**config.mk**
```make
export PLATFORM = sky130hd
export DESIGN_NAME = ctsc_ctrl
export DESIGN_NICKNAME = d
export VERILOG_FILES = /design/src/ctsc_pkg.sv /design/src/ctsc_ctrl.sv
export VERILOG_INCLUDE_DIRS = /design/src
export SDC_FILE = /design/constraint.sdc
export NUM_CORES = 1
export LEC_CHECK = 0
export ABC_AREA = 1
export BUFFER_PORTS_ARGS = -buffer_cell sky130_fd_sc_hd__buf_2
export CORE_MARGIN = 8
export CORE_UTILIZATION = 40
export DETAILED_ROUTE_END_ITERATION = 7
export HOLD_SLACK_MARGIN = 0.12
export PLACE_DENSITY = 0.81
export SYNTH_ARGS = -nofsm -noshare
export SYNTH_HDL_FRONTEND = slang
export SYNTH_SLANG_ARGS = --single-unit
```
**constraint.sdc**
```tcl
create_clock -name clk -period 2.91 [get_ports clk]
set_input_delay 0.582 -clock clk [delete_from_list [all_inputs] [get_ports clk]]
set_output_delay 0.582 -clock clk [all_outputs]
set_load 0.02 [all_outputs]
```
**src/ctsc_map.svh**
```systemverilog
// Register offsets, field positions and reset values of the touch sense control
`ifndef CTSC_MAP_SVH
`define CTSC_MAP_SVH

// ***********************************************
// Register byte offsets
// ***********************************************
`define CTSC_OFS_CTRL_FIRST 8'h00
`define CTSC_OFS_CTRL_SECOND 8'h04
`define CTSC_OFS_TIMER_CFG 8'h08
`define CTSC_ADDR_W 8

// ***********************************************
// sense_control_first fields
// ***********************************************
`define CTSC_F1_ENABLE 7
`define CTSC_F1_REFMODE 6
`define CTSC_F1_RANGE_HI 3
`define CTSC_F1_RANGE_LO 2
`define CTSC_F1_STATUS 1
`define CTSC_F1_T0SEL 0

// ***********************************************
// sense_control_second fields
// ***********************************************
`define CTSC_F2_CH_HI 1
`define CTSC_F2_CH_LO 0

// ***********************************************
// Timer configuration fields
// ***********************************************
`define CTSC_TC_SRC_HI 7
`define CTSC_TC_SRC_LO 6
`define CTSC_TC_T0EXT 4
`define CTSC_TC_GATE_EN 1
`define CTSC_TC_ON 0
`define CTSC_SRC_SENSE 2'h3
`define CTSC_SRC_SYSCLK 2'h1

// ***********************************************
// Reset values and timing
// ***********************************************
`define CTSC_RST_CTRL 8'h00
`define CTSC_INSTR_DIV 2'h3
`define CTSC_HSIZE_WORD 3'h2
`define CTSC_HTRANS_NONSEQ 2'h2

`endif

```
**src/ctsc_pkg.sv**
```systemverilog
// Types shared by the touch sense control
`default_nettype none

package ctsc_pkg;

    typedef enum logic [2:0] {
        CTSC_RANGE_OFF,
        CTSC_RANGE_NOISE,
        CTSC_RANGE_LOW,
        CTSC_RANGE_MED,
        CTSC_RANGE_HIGH
    } ctsc_range_t;

    typedef struct packed {
        logic osc_on;
        logic pin_drive_on;
        logic ref_low_from_dac;
        logic ref_high_from_fvr;
        ctsc_range_t range;
        logic [3:0] channel_en;
    } ctsc_analog_t;

    typedef struct packed {
        logic first_tick;
        logic second_tick;
    } ctsc_ticks_t;

endpackage : ctsc_pkg

`default_nettype wire

```
**src/ctsc_ctrl.sv**
```systemverilog
// Digital control of the capacitive touch sense unit with an AHB-Lite slave
//
// Our own choices: the address map and the AHB-Lite register port.
`timescale 1ns/1ps
`default_nettype none
`include "ctsc_map.svh"

module ctsc_ctrl
    import ctsc_pkg::*;
(
    input wire logic clk,                // 50 MHz system clock
    input wire logic rst_n,              // Synchronous reset, active low
    input wire logic hsel,               // Slave select
    input wire logic [31:0] haddr,       // Byte address
    input wire logic [1:0] htrans,       // Transfer type
    input wire logic hwrite,             // Write when high
    input wire logic [2:0] hsize,        // Transfer size
    input wire logic [31:0] hwdata,      // Write data
    input wire logic hready,             // Bus ready in
    output logic [31:0] hrdata,          // Read data
    output logic hreadyout,              // Slave ready
    output logic hresp,                  // Always OKAY
    input wire logic osc_clock_raw,      // Sense oscillator comparator output
    input wire logic osc_status_raw,     // High while sourcing current
    input wire logic first_timer_clock_pin, // External first timer clock pin
    input wire logic second_timer_gate,  // Second timer gate input
    output ctsc_analog_t analog_ctrl,    // Analog oscillator controls
    output ctsc_ticks_t timer_ticks      // Count enables to both timers
);

    // ***********************************************
    // Synchronisers and edge detect
    // ***********************************************
    logic [1:0] osc_clk_sync;
    logic [1:0] osc_stat_sync;
    logic osc_clk_last;
    logic pin_last;
    logic [1:0] next_osc_clk_sync;
    logic [1:0] next_osc_stat_sync;
    logic next_osc_clk_last;
    logic next_pin_last;

    always_comb
    begin
        // First stage feeds only the second stage
        next_osc_clk_sync = {osc_clk_sync[0], osc_clock_raw};
        next_osc_stat_sync = {osc_stat_sync[0], osc_status_raw};
        next_osc_clk_last = osc_clk_sync[1];
        next_pin_last = first_timer_clock_pin;
    end

    always_ff @(posedge clk)
    begin
        if (!rst_n)
        begin
            osc_clk_sync <= 2'h0;
            osc_stat_sync <= 2'h0;
            osc_clk_last <= 1'b0;
            pin_last <= 1'b0;
        end
        else
        begin
            osc_clk_sync <= next_osc_clk_sync;
            osc_stat_sync <= next_osc_stat_sync;
            osc_clk_last <= next_osc_clk_last;
            pin_last <= next_pin_last;
        end
    end

    logic osc_rise;
    logic pin_rise;
    assign osc_rise = osc_clk_sync[1] & ~osc_clk_last;
    assign pin_rise = first_timer_clock_pin & ~pin_last;

    // ***********************************************
    // Instruction clock divider
    // ***********************************************
    logic [1:0] div_cnt;
    logic [1:0] next_div_cnt;
    logic instr_tick;
    assign instr_tick = (div_cnt == `CTSC_INSTR_DIV);

    always_comb
    begin
        next_div_cnt = div_cnt + 2'h1;
    end

    always_ff @(posedge clk)
    begin
        if (!rst_n)
        begin
            div_cnt <= 2'h0;
        end
        else
        begin
            div_cnt <= next_div_cnt;
        end
    end

    // ***********************************************
    // AHB-Lite register file
    // ***********************************************
    logic [7:0] ctrl_first;
    logic [1:0] ctrl_second;
    logic [7:0] timer_cfg;
    logic wr_pend;
    logic [`CTSC_ADDR_W-1:0] wr_addr;
    logic [7:0] next_ctrl_first;
    logic [1:0] next_ctrl_second;
    logic [7:0] next_timer_cfg;
    logic next_wr_pend;
    logic [`CTSC_ADDR_W-1:0] next_wr_addr;
    logic [31:0] next_hrdata;
    logic addr_phase;

    function automatic logic [31:0] read_word(
        input logic [`CTSC_ADDR_W-1:0] a,
        input logic [7:0] c1,
        input logic [1:0] c2,
        input logic [7:0] tc,
        input logic stat
    );
        logic [7:0] f1;
        f1 = c1;
        // Status bit is not storage, bits 5:4 read zero
        f1[`CTSC_F1_STATUS] = stat;
        f1[5:4] = 2'h0;
        unique case (a)
            `CTSC_OFS_CTRL_FIRST: read_word = {24'h000000, f1};
            `CTSC_OFS_CTRL_SECOND: read_word = {30'h0, c2};
            `CTSC_OFS_TIMER_CFG: read_word = {24'h000000, tc};
            default: read_word = 32'h00000000;
        endcase
    endfunction : read_word

    assign addr_phase = hsel & hready & (htrans == `CTSC_HTRANS_NONSEQ);

    always_comb
    begin
        next_ctrl_first = ctrl_first;
        next_ctrl_second = ctrl_second;
        next_timer_cfg = timer_cfg;
        next_hrdata = hrdata;
        next_wr_pend = 1'b0;
        next_wr_addr = wr_addr;
        if (wr_pend)
        begin
            unique case (wr_addr)
                `CTSC_OFS_CTRL_FIRST:
                begin
                    // Status bit is read-only
                    next_ctrl_first = hwdata[7:0] & 8'hcd;
                end
                `CTSC_OFS_CTRL_SECOND:
                begin
                    next_ctrl_second = hwdata[1:0];
                end
                `CTSC_OFS_TIMER_CFG:
                begin
                    next_timer_cfg = hwdata[7:0] & 8'hd3;
                end
                default:
                begin
                    next_ctrl_first = ctrl_first;
                end
            endcase
        end
        if (addr_phase)
        begin
            next_wr_pend = hwrite & (hsize == `CTSC_HSIZE_WORD);
            next_wr_addr = haddr[`CTSC_ADDR_W-1:0];
            if (!hwrite)
            begin
                next_hrdata = read_word(haddr[`CTSC_ADDR_W-1:0], next_ctrl_first, next_ctrl_second,
                                        next_timer_cfg, osc_stat_sync[1]);
            end
        end
    end

    always_ff @(posedge clk)
    begin
        if (!rst_n)
        begin
            ctrl_first <= `CTSC_RST_CTRL;
            ctrl_second <= 2'h0;
            timer_cfg <= `CTSC_RST_CTRL;
            wr_pend <= 1'b0;
            wr_addr <= 8'h00;
            hrdata <= 32'h00000000;
            hreadyout <= 1'b0;
            hresp <= 1'b0;
        end
        else
        begin
            ctrl_first <= next_ctrl_first;
            ctrl_second <= next_ctrl_second;
            timer_cfg <= next_timer_cfg;
            wr_pend <= next_wr_pend;
            wr_addr <= next_wr_addr;
            hrdata <= next_hrdata;
            // Zero wait states once out of reset
            hreadyout <= 1'b1;
            hresp <= 1'b0;
        end
    end

    // ***********************************************
    // Analog control decode
    // ***********************************************
    logic unit_on;
    logic ref_var;
    logic [1:0] rng;
    ctsc_analog_t next_analog;
    assign unit_on = ctrl_first[`CTSC_F1_ENABLE];
    assign ref_var = ctrl_first[`CTSC_F1_REFMODE];
    assign rng = ctrl_first[`CTSC_F1_RANGE_HI:`CTSC_F1_RANGE_LO];

    always_comb
    begin
        next_analog.ref_low_from_dac = ref_var;
        next_analog.ref_high_from_fvr = ref_var;
        unique case (rng)
            2'h1: next_analog.range = CTSC_RANGE_LOW;
            2'h2: next_analog.range = CTSC_RANGE_MED;
            2'h3: next_analog.range = CTSC_RANGE_HIGH;
            default: next_analog.range = ref_var ? CTSC_RANGE_NOISE : CTSC_RANGE_OFF;
        endcase
        // Noise mode keeps comparator alive so pin noise still clocks the count
        next_analog.osc_on = unit_on & (ref_var | (rng != 2'h0));
        next_analog.pin_drive_on = next_analog.osc_on & (rng != 2'h0);
        next_analog.channel_en = 4'h0;
        if (unit_on)
        begin
            next_analog.channel_en[ctrl_second] = 1'b1;
        end
    end

    // ***********************************************
    // Timer count enables
    // ***********************************************
    ctsc_ticks_t next_ticks;
    logic [1:0] t2_src;
    logic t2_clk;
    assign t2_src = timer_cfg[`CTSC_TC_SRC_HI:`CTSC_TC_SRC_LO];

    always_comb
    begin
        // Without the external source bit the first timer runs on the instruction clock
        if (timer_cfg[`CTSC_TC_T0EXT])
        begin
            next_ticks.first_tick = ctrl_first[`CTSC_F1_T0SEL] ? osc_rise : pin_rise;
        end
        else
        begin
            next_ticks.first_tick = instr_tick;
        end
        unique case (t2_src)
            `CTSC_SRC_SENSE: t2_clk = osc_rise;
            `CTSC_SRC_SYSCLK: t2_clk = 1'b1;
            default: t2_clk = instr_tick;
        endcase
        next_ticks.second_tick = t2_clk & timer_cfg[`CTSC_TC_ON]
                                 & (~timer_cfg[`CTSC_TC_GATE_EN] | second_timer_gate);
    end

    always_ff @(posedge clk)
    begin
        if (!rst_n)
        begin
            analog_ctrl <= '0;
            timer_ticks <= '0;
        end
        else
        begin
            analog_ctrl <= next_analog;
            timer_ticks <= next_ticks;
        end
    end

endmodule : ctsc_ctrl

`default_nettype wire

```
# ---- After elaboration in Yosys (flattened, before gate mapping)
# Index checks and enable logic that the tools add are counted.
dict set report op_classes {
  magnitude_cmp 2
  reduce_logical 7
  n_eq_ne 12
  n_addsub 1
  bitwise_logic 15
  n_mux 15
}
# op n
set op_table {}
lappend op_table {{$mux W8} 4}
lappend op_table {{$pmux W8 S3} 1}
lappend op_table {{$eq A8 B3 Y1 const B} 2}
lappend op_table {{$eq A8 B4 Y1 const B} 2}
lappend op_table {{$logic_not A8 Y1} 2}
lappend op_table {{$eq A2 B2 Y1 const B} 5}
lappend op_table {{$and A1 B1 Y1} 9}
lappend op_table {{$pmux W3 S3} 1}
lappend op_table {{$reduce_and A2 Y1} 3}
lappend op_table {{$mux W1} 5}
lappend op_table {{$eq A2 B1 Y1 const B} 2}
lappend op_table {{$mux W2} 2}
lappend op_table {{$not A1 Y1} 4}
lappend op_table {{$eq A3 B2 Y1 const B} 1}
lappend op_table {{$lt A2 B3 Y1 const B} 1}
lappend op_table {{$add A2 B1 Y2 const B} 1}
lappend op_table {{$demux W1 S2} 1}
lappend op_table {{$ge A2 B1 Y1 const B} 1}
lappend op_table {{$or A1 B1 Y1} 2}
lappend op_table {{$pmux W1 S2} 1}
lappend op_table {{$reduce_bool A2 Y1} 1}
lappend op_table {{$logic_and A1 B1 Y1} 1}
dict set report totals {
  wordCells 71
  reg_bits 77
  inputBits 78
  out_inout_bits 47
}

# ---- Logic depth before layout (Yosys ltp)
# Gate-level depths: netlist of the first run.
dict set report depth {
  word_depth 5
  mapped_depth 10
  depth_no_buf 10
}

# ---- Least setup slack after synthesis of the first run
# No wires, ideal clock.
dict set report synth_timing {
  path_type {in2reg}
  startpoint {input hready}
  endpoint {register wr_addr[3]}
  path_buffers 2
  path_slack_ns 1.496
  setup_time_ns 0.119
  required_ns 2.791
  t_arrival_ns 1.294
  stages 8
  cell_sequence {inv_1 nor2_1 and3_1 buf_4 inv_2 buf_2 o21ai_0 a21oi_1}
}
dict set report synth_via {
  elab_chain_len 2
}
# element line_no
set synth_rtl {}
lappend synth_rtl {{start: declaration} ctsc_ctrl.sv:19} ;# input wire logic hready,
lappend synth_rtl {{$and A1 B1 Y1 (2 in a row)} ctsc_ctrl.sv:136} ;# assign addr_phase = hsel & hready & (htrans == `CTSC_HTRANS_NONSEQ);
lappend synth_rtl {{end signal: assignment} ctsc_ctrl.sv:199} ;# wr_addr <= next_wr_addr;
lappend synth_rtl {{end: declaration} ctsc_ctrl.sv:107} ;# logic [`CTSC_ADDR_W-1:0] wr_addr;
# No other way between the ends.
# A chain may end at the register's enable or synchronous reset.

# ---- Worst setup path after layout of the first run
dict set report layout_timing {
  startpoint {register hrdata[2]}
  endpoint {output hrdata[2]}
}
# element line_no
set layout_lines {}
lappend layout_lines {{start: declaration} ctsc_ctrl.sv:20} ;# output logic [31:0] hrdata,
lappend layout_lines {{start signal: assignment} ctsc_ctrl.sv:200} ;# hrdata <= next_hrdata;
# No word-level cell between the ends.

==> results.cfg, run 1 <==
[outcome]
status = finished clean

[logic_synthesis]
yosys_warnings = 0
syn_inst = 312
synth-seq-area-share_pct = 43.6
avgSynthCellArea_um2 = 7.80
netlist_area_mm2 = 0.00243
ys_seq_elements = 53
synth_top_area_share_pct = 43.6
yosysUniqueCellTypes = 30
yosys-top-cells-area = dfxtp_1 (44%), nand2_1 (9.7%), buf_4 (8.3%)
synth_top_cell_by_area = dfxtp_1

[cts]
h-tree-depth = 2
cts-buffers-inserted = 5
cts_resized = 0
clk_pin_slew_worst_paths_ps = 90
cts.sinks = 53
tritoncts = yes
cts_hold_buffers = 0
root_buffer = clkbuf_8
postCtsSetupBuffers = 0
clock_path_buffers = 2
clkLatencyLatePin_ps = 310

[drt]
drt_wl_total_mm = 4.97
dr.pass1.iters = 4
drtIter0Drc = 86
avgRoutedWirePerCell_um = 11.3
via_count = 1918
avgViaCountPerCell = 4.38
route.detailed.drc = 0
ant_nets = 0

[setup_path]
critPathSlowestCell = dfxtp_1
crit_start = hrdata[2]$_SDFFE_PN0P_
cp_top_family = flip-flops
rr_startpoint = wr_addr[6]$_SDFFE_PN0P_
crit_path_start_kind = flip-flop
max_stage_delay_ps = 350
crit_chain = buf_2
cp_num_buf_inv = 1
crit_fanout = 2
worstSetupPathType = flip-flop to primary output
cp_data_arrival_time_ps = 830
worstPathRequired_ps = 2330
cp-end-kind = primary output

[timing]
hold_viol_final = 0
finalCriticalPeriod_ps = 1410
holdWs_ps = 422
fmax_mhz = 708
setup_violations = 0
tns_ps = 0
relSlewSlack_pct = 49.8
rsz0062_at_grt = false
worstMarginPinSlew_ps = 752
layout_worst_path_cycle_share_pct = 48.5
maxSlewViolCount = 0
skew_ps = 10.2

[floorplanning]
start_util_pct = 41.3
core-area_mm2 = 0.00589
dieArea_mm2 = 0.00884
die_w_um = 94
core.rowCount = 28
die_h_um = 94
io_pins = 125

[final_layout]
syn_to_final_growth_pct = 12.5
final_nets = 445
antenna_cells = 0
multiInputGateArea_mm2 = 0.00108
postLayoutCoreUtil_pct = 46.5
ff_latch_area_mm2 = 0.00106
drive_gt1_share_pct = 24.5
nFillCells = 587
stdcell_count = 438

[power]
powerDensity_mw_per_mm2 = 462
peakVddDrop_v = 0.000166
p_leak_nw = 1.40

[placed_design]
dpl.hpwl_mm = 4.06
io_buffers = 50
dp_cells = 430
gp_congestion = 0.812

[job]
max_cap_violations = 0

[global_route]
overflow = 0
grt_max_degree = 25
grt.total_usage_pct = 11.8
grt_busiest_layer = met2
grt_pass1_vias = 1884
gr-usage-met3_pct = 5.20
grt_pass1_wl_mm = 8.29
use_met1_pct = 13.0
met2_usage_pct = 19.5
antenna_found_initial = 0

[hold_path]
holdCritPathClass = flip-flop to flip-flop
hp-start = osc_stat_sync[0]$_SDFF_PN0_
-- routing by layer --
layer  share of wire [%]  vias to the layer above
met5                   0                        -
met4                 1.5                        0
met3                  11                        8
met2                  46                       71
met1                  41                      828
li1                    -                     1011
-- cells in the mapped netlist, drive strengths merged --
cell type   n
a21oi      15
o211ai      2
dfxtp      53
nand3      20
nor3        7
nand2      70
inv        39
clkbuf      2
o21ai      15
clkinv      2
nor2       46
and3        1
nand3b      3
ha          5
conb        1
nor4        1
buf        30
-- cell usage in the layout, fill, tap and decap left out, types with 5 or more instances in the layout --
| cell type | count |
|---|---|
| a21oi_1 | 13 |
| buf_2 | 50 |
| clkbuf_8 | 5 |
| conb_1 | 25 |
| dfxtp_1 | 53 |
| ha_1 | 5 |
| inv_1 | 34 |
| inv_2 | 5 |
| nand2_1 | 63 |
| nand2_4 | 5 |
| nand3_1 | 19 |
| nor2_1 | 36 |
| nor3_1 | 6 |
| o21ai_0 | 11 |
-- kinds of logic after synthesis --
| family | count (synthesis) | share of synthesized area, % |
|---|---|---|
| AOI/OAI and AO/OA | 32 | 7.40 |
| and+or+nand+nor | 148 | 30.7 |
| buffers and inverters | 73 | 15.6 |
| other | 1 | 0.154 |
| adders and majority gates | 5 | 2.57 |
| DFF | 53 | 43.6 |
-- flip-flops by register name, indices dropped and copies added, names as in the netlist, 5 cells and up --
register and cells:
timer_cfg 8, ctrl_first 5, wr_addr 8, analog_ctrl 10
hrdata 8
-- stage by stage --
step	cell area [µm²]	setup slack, ps	power, mW
after floorplan	2520	1500	0.873
after global placement	2650	1260	0.880
after detailed placement	2650	1210	0.882
after CTS	2740	1480	1.28
after global routing	2740	1430	1.32
final	2740	1500	1.27
-- final cells by class --
cell class	instances	area share, %
clock buffers	5	2.51
clock inverters	3	0.640
inverters	41	5.71
multi-input cells	210	39.6
flip-flops and latches	53	38.7
well taps	75	3.43
repair buffers	51	9.41
-- where the power goes --
group / internal [mW] / switching, mW / leakage [nW]
Sequential: 0.736 / 0.00534 / 0.430
Clock: 0.166 / 0.233 / 0.0439
Combinational: 0.0344 / 0.0899 / 0.928
Total: 0.937 / 0.328 / 1.40
-- final timing paths --
path	to	slack, ps	cells after the start
hold reg to reg	osc_stat_sync[1]$_SDFF_PN0_	420	2
setup reg to reg	hrdata[0]$_SDFFE_PN0P_	1550	8
setup / recovery	hrdata[2]	1500	1
hold / removal	osc_stat_sync[1]$_SDFF_PN0_	420	2
-- tightest hold or removal path, cell delays in order (launching register included) --
cell,delay [ps]
dfxtp_1,320
nand2_1,50
inv_1,40
Note: power is estimated with default switching activity, not from simulation.
==> inputs of run 2 (changes only) <==
--- a/config.mk
+++ b/config.mk
@@ -6,13 +6,13 @@
 export SDC_FILE = /design/constraint.sdc
 export NUM_CORES = 1
 export LEC_CHECK = 0
-export ABC_AREA = 1
+export ABC_AREA = 0
 export BUFFER_PORTS_ARGS = -buffer_cell sky130_fd_sc_hd__buf_2
 export CORE_MARGIN = 8
 export CORE_UTILIZATION = 40
 export DETAILED_ROUTE_END_ITERATION = 7
 export HOLD_SLACK_MARGIN = 0.12
-export PLACE_DENSITY = 0.81
+export PLACE_DENSITY = 0.83
 export SYNTH_ARGS = -nofsm -noshare
 export SYNTH_HDL_FRONTEND = slang
 export SYNTH_SLANG_ARGS = --single-unit
==> constraint.sdc (replaced) <==
create_clock -name clk -period 1.44 [get_ports clk]
set_input_delay 0.288 -clock clk [delete_from_list [all_inputs] [get_ports clk]]
set_output_delay 0.288 -clock clk [all_outputs]
set_load 0.02 [all_outputs]
==> run 2 against run 1 <==
  * The flow now finishes with violations (setup timing)
  * Sequential share of layout area is 1.6 points lower
  * Design area increased by 4.8%
  * Die area is 8.4% lower
  * Synthesized cell count is 26% lower
  * Clock skew grew 6.5 ps
  * Register-to-register slack got worse by 1900 ps
  * Routed wire length is 11% higher
  * Largest power group unchanged
==> results.cfg, run 2 <==
[outcome]
status = finished, violations left
violations = setup timing

[drt]
route.detailed.drc = 0
drtIter0Drc = 88
avgViaCountPerCell = 4.66
avgRoutedWirePerCell_um = 14.5
via_count = 1776
ant_nets = 0
drt_wl_total_mm = 5.53
dr.pass1.iters = 4

[global_route]
antenna_found_initial = 0
grt.total_usage_pct = 13.0
grt_pass1_vias = 1786
overflow = 0
grt_pass1_wl_mm = 8.67
grt_max_degree = 29

[logic_synthesis]
ys_seq_elements = 53
synth_top_area_share_pct = 48.5
yosysUniqueCellTypes = 38
syn_inst = 232
synth_top_cell_by_area = dfxtp_1
avgSynthCellArea_um2 = 9.44
synth-seq-area-share_pct = 48.5
synth-edff-count = 0
synth.most_common_cell = dfxtp_1
async_flop_share_pct = 0
yosys_warnings = 0
yosys-top-cells-area = dfxtp_1 (48%), buf_4 (8.9%), mux2i_1 (5.9%)
synthFlopType = dfxtp_1
netlist_area_mm2 = 0.00219
netlist_top_cells_count = dfxtp_1 (53), buf_4 (26), nand2_1 (23), nor2_1 (23), mux2i_1 (13)

[cts]
root_buffer = clkbuf_8
cts.sinks = 53
cts-buffers-inserted = 5
tritoncts = yes
clock_path_buffers = 2
h-tree-depth = 2
clkLatencyLatePin_ps = 320
clk_pin_slew_worst_paths_ps = 100

[timing]
hold_viol_final = 0
skew_ps = 16.7
layout_worst_path_cycle_share_pct = 121
holdWs_ps = 171
setup_violations = 17
finalCriticalPeriod_ps = 1750
worst_slack_ps = -306
fmax_mhz = 573
rsz0062_at_grt = true
maxSlewViolCount = 0

[placed_design]
io_buffers = 50
dp_slack_ps = -386
dpl.hpwl_mm = 3.91
gp_congestion = 0.809
dp_cells = 368

[job]
max_cap_violations = 0

[final_layout]
antenna_cells = 0
stdcell_count = 381
syn_to_final_growth_pct = 31.1
nFillCells = 489
regMostFlops = analog_ctrl
drive_gt1_share_pct = 35.3
final_nets = 391
postLayoutCoreUtil_pct = 53.1
largest_register_ffs = 10
layout_common_cells = dfxtp_1 (50), buf_2 (50), conb_1 (25), buf_4 (25)

[setup_path]
cp_data_arrival_time_ps = 1980
worstSetupPathType = flip-flop to flip-flop
cp_num_buf_inv = 1
endpoint = hrdata[6]$_SDFFE_PN0P_
worst-r2r-setup-slack_ps = -310
crit_fanout = 4
worstPathRequired_ps = 1680
max_stage_delay_ps = 350
crit_path_start_kind = flip-flop
crit_start = wr_addr[7]$_SDFFE_PN0P_
crit_chain = nor4b_4 -> nand4b_1 -> buf_4 -> mux2i_4 -> o22a_1 -> o21ai_1
critical_path_depth = 6
r2r_cells = 6
rr_startpoint = wr_addr[7]$_SDFFE_PN0P_
critPathSlowestCell = dfxtp_2
cp_top_family = simple AND/OR/NAND/NOR gates
cp-end-kind = flip-flop
r2r-end = hrdata[6]$_SDFFE_PN0P_

[power]
peakVddDrop_v = 0.000411
power_mw = 2.73
powerDensity_mw_per_mm2 = 952
p_leak_nw = 1.23

[floorplanning]
io_pins = 125
die_w_um = 90.0
start_util_pct = 40.5
die_h_um = 90.0
core.rowCount = 27
dieArea_mm2 = 0.00810
core-area_mm2 = 0.00541

[hold_path]
hp-start = osc_clock_raw
holdCritPathClass = primary input to flip-flop
-- run 2: changes by cell type after synthesis, moves of 4 or more --
cell,before,now
nand2_1,63,23
nand4b_1,0,4
nand3_1,19,7
nor2_1,36,23
mux2i_1,0,13
and2_1,0,9
inv_2,5,0
clkbuf_1,2,7
nor2_2,4,0
inv_1,34,6
nand2_4,5,0
o21ai_0,11,1
-- run 2: cell families (layout without fill, tap and decap cells) --
kind of cell / Yosys count / in the layout / share of synthesized area, %
AND/OR/NAND/NOR: 88 / 88 / 21.7
flip-flops: 53 / 53 / 48.5
buffers and inverters: 41 / 94 / 11.9
AO/OA/AOI/OAI: 31 / 31 / 9.03
multiplexers: 13 / 13 / 5.94
adder cells (fa/ha/maj): 5 / 5 / 2.86
other: 1 / 25 / 0.171
-- run 2: routing by layer --
layer | track usage, % | vias to the layer above | share of wire [%]
met5 | 0 | - | 0
met4 | 5.41 | 0 | 2.2
met3 | 4.16 | 9 | 5.1
met2 | 23.1 | 47 | 52
met1 | 13.9 | 830 | 41
li1 | - | 890 | -
-- run 2: layout make-up --
class                   instances  area [µm²]  area share [%]
clock buffers                   5        68.8            2.40
clock inverters                 3        43.8            1.53
inverters                       6        22.5           0.785
multi-input cells             162        1090            37.9
flip-flops and latches         53        1060            37.1
well taps                      72        90.1            3.14
repair buffers                 80         493            17.2
-- run 2: what timing repair did --
item                                    CTS  global route
pin swaps                                13             2
setup buffers                             5             2
endpoints found under the setup margin   17            23
gates resized for setup                  13            13
hold buffers                              1             0
endpoints found under the hold margin     1             0
gates cloned                              0             0
-- run 2: metrics by stage --
stage | setup TNS [ps] | area [µm²]
2_1_floorplan | -457 | 2300
3_3_place_gp | -2250 | 2580
3_5_place_dp | -2720 | 2580
4_1_cts | -2410 | 2790
5_1_grt | -5120 | 2870
6_report | -2880 | 2870
-- run 2: worst min-delay path by stage --
stage / to / cells past startpoint
floorplan: hreadyout$_DFF_P_ / 0
global placement: div_cnt[0]$_SDFF_PN0_ / 1
detailed placement: div_cnt[0]$_SDFF_PN0_ / 1
CTS: osc_clk_sync[0]$_SDFF_PN0_ / 2
global route: osc_clk_sync[0]$_SDFF_PN0_ / 2
finish: osc_clk_sync[0]$_SDFF_PN0_ / 2
-- run 2: worst reg2reg max path: stages, from the launching register on --
cell      delay, ps
dfxtp_2         350
nor4b_4         340
nand4b_1        270
buf_4           240
mux2i_4         180
o22a_1          170
o21ai_1         120
-- run 2: report_power, final --
| group | internal, mW | switching (mW) |
|---|---|---|
| clock network | 0.521 | 0.507 |
| registers | 1.48 | 0.00840 |
| logic | 0.0703 | 0.140 |
| total | 2.08 | 0.655 |
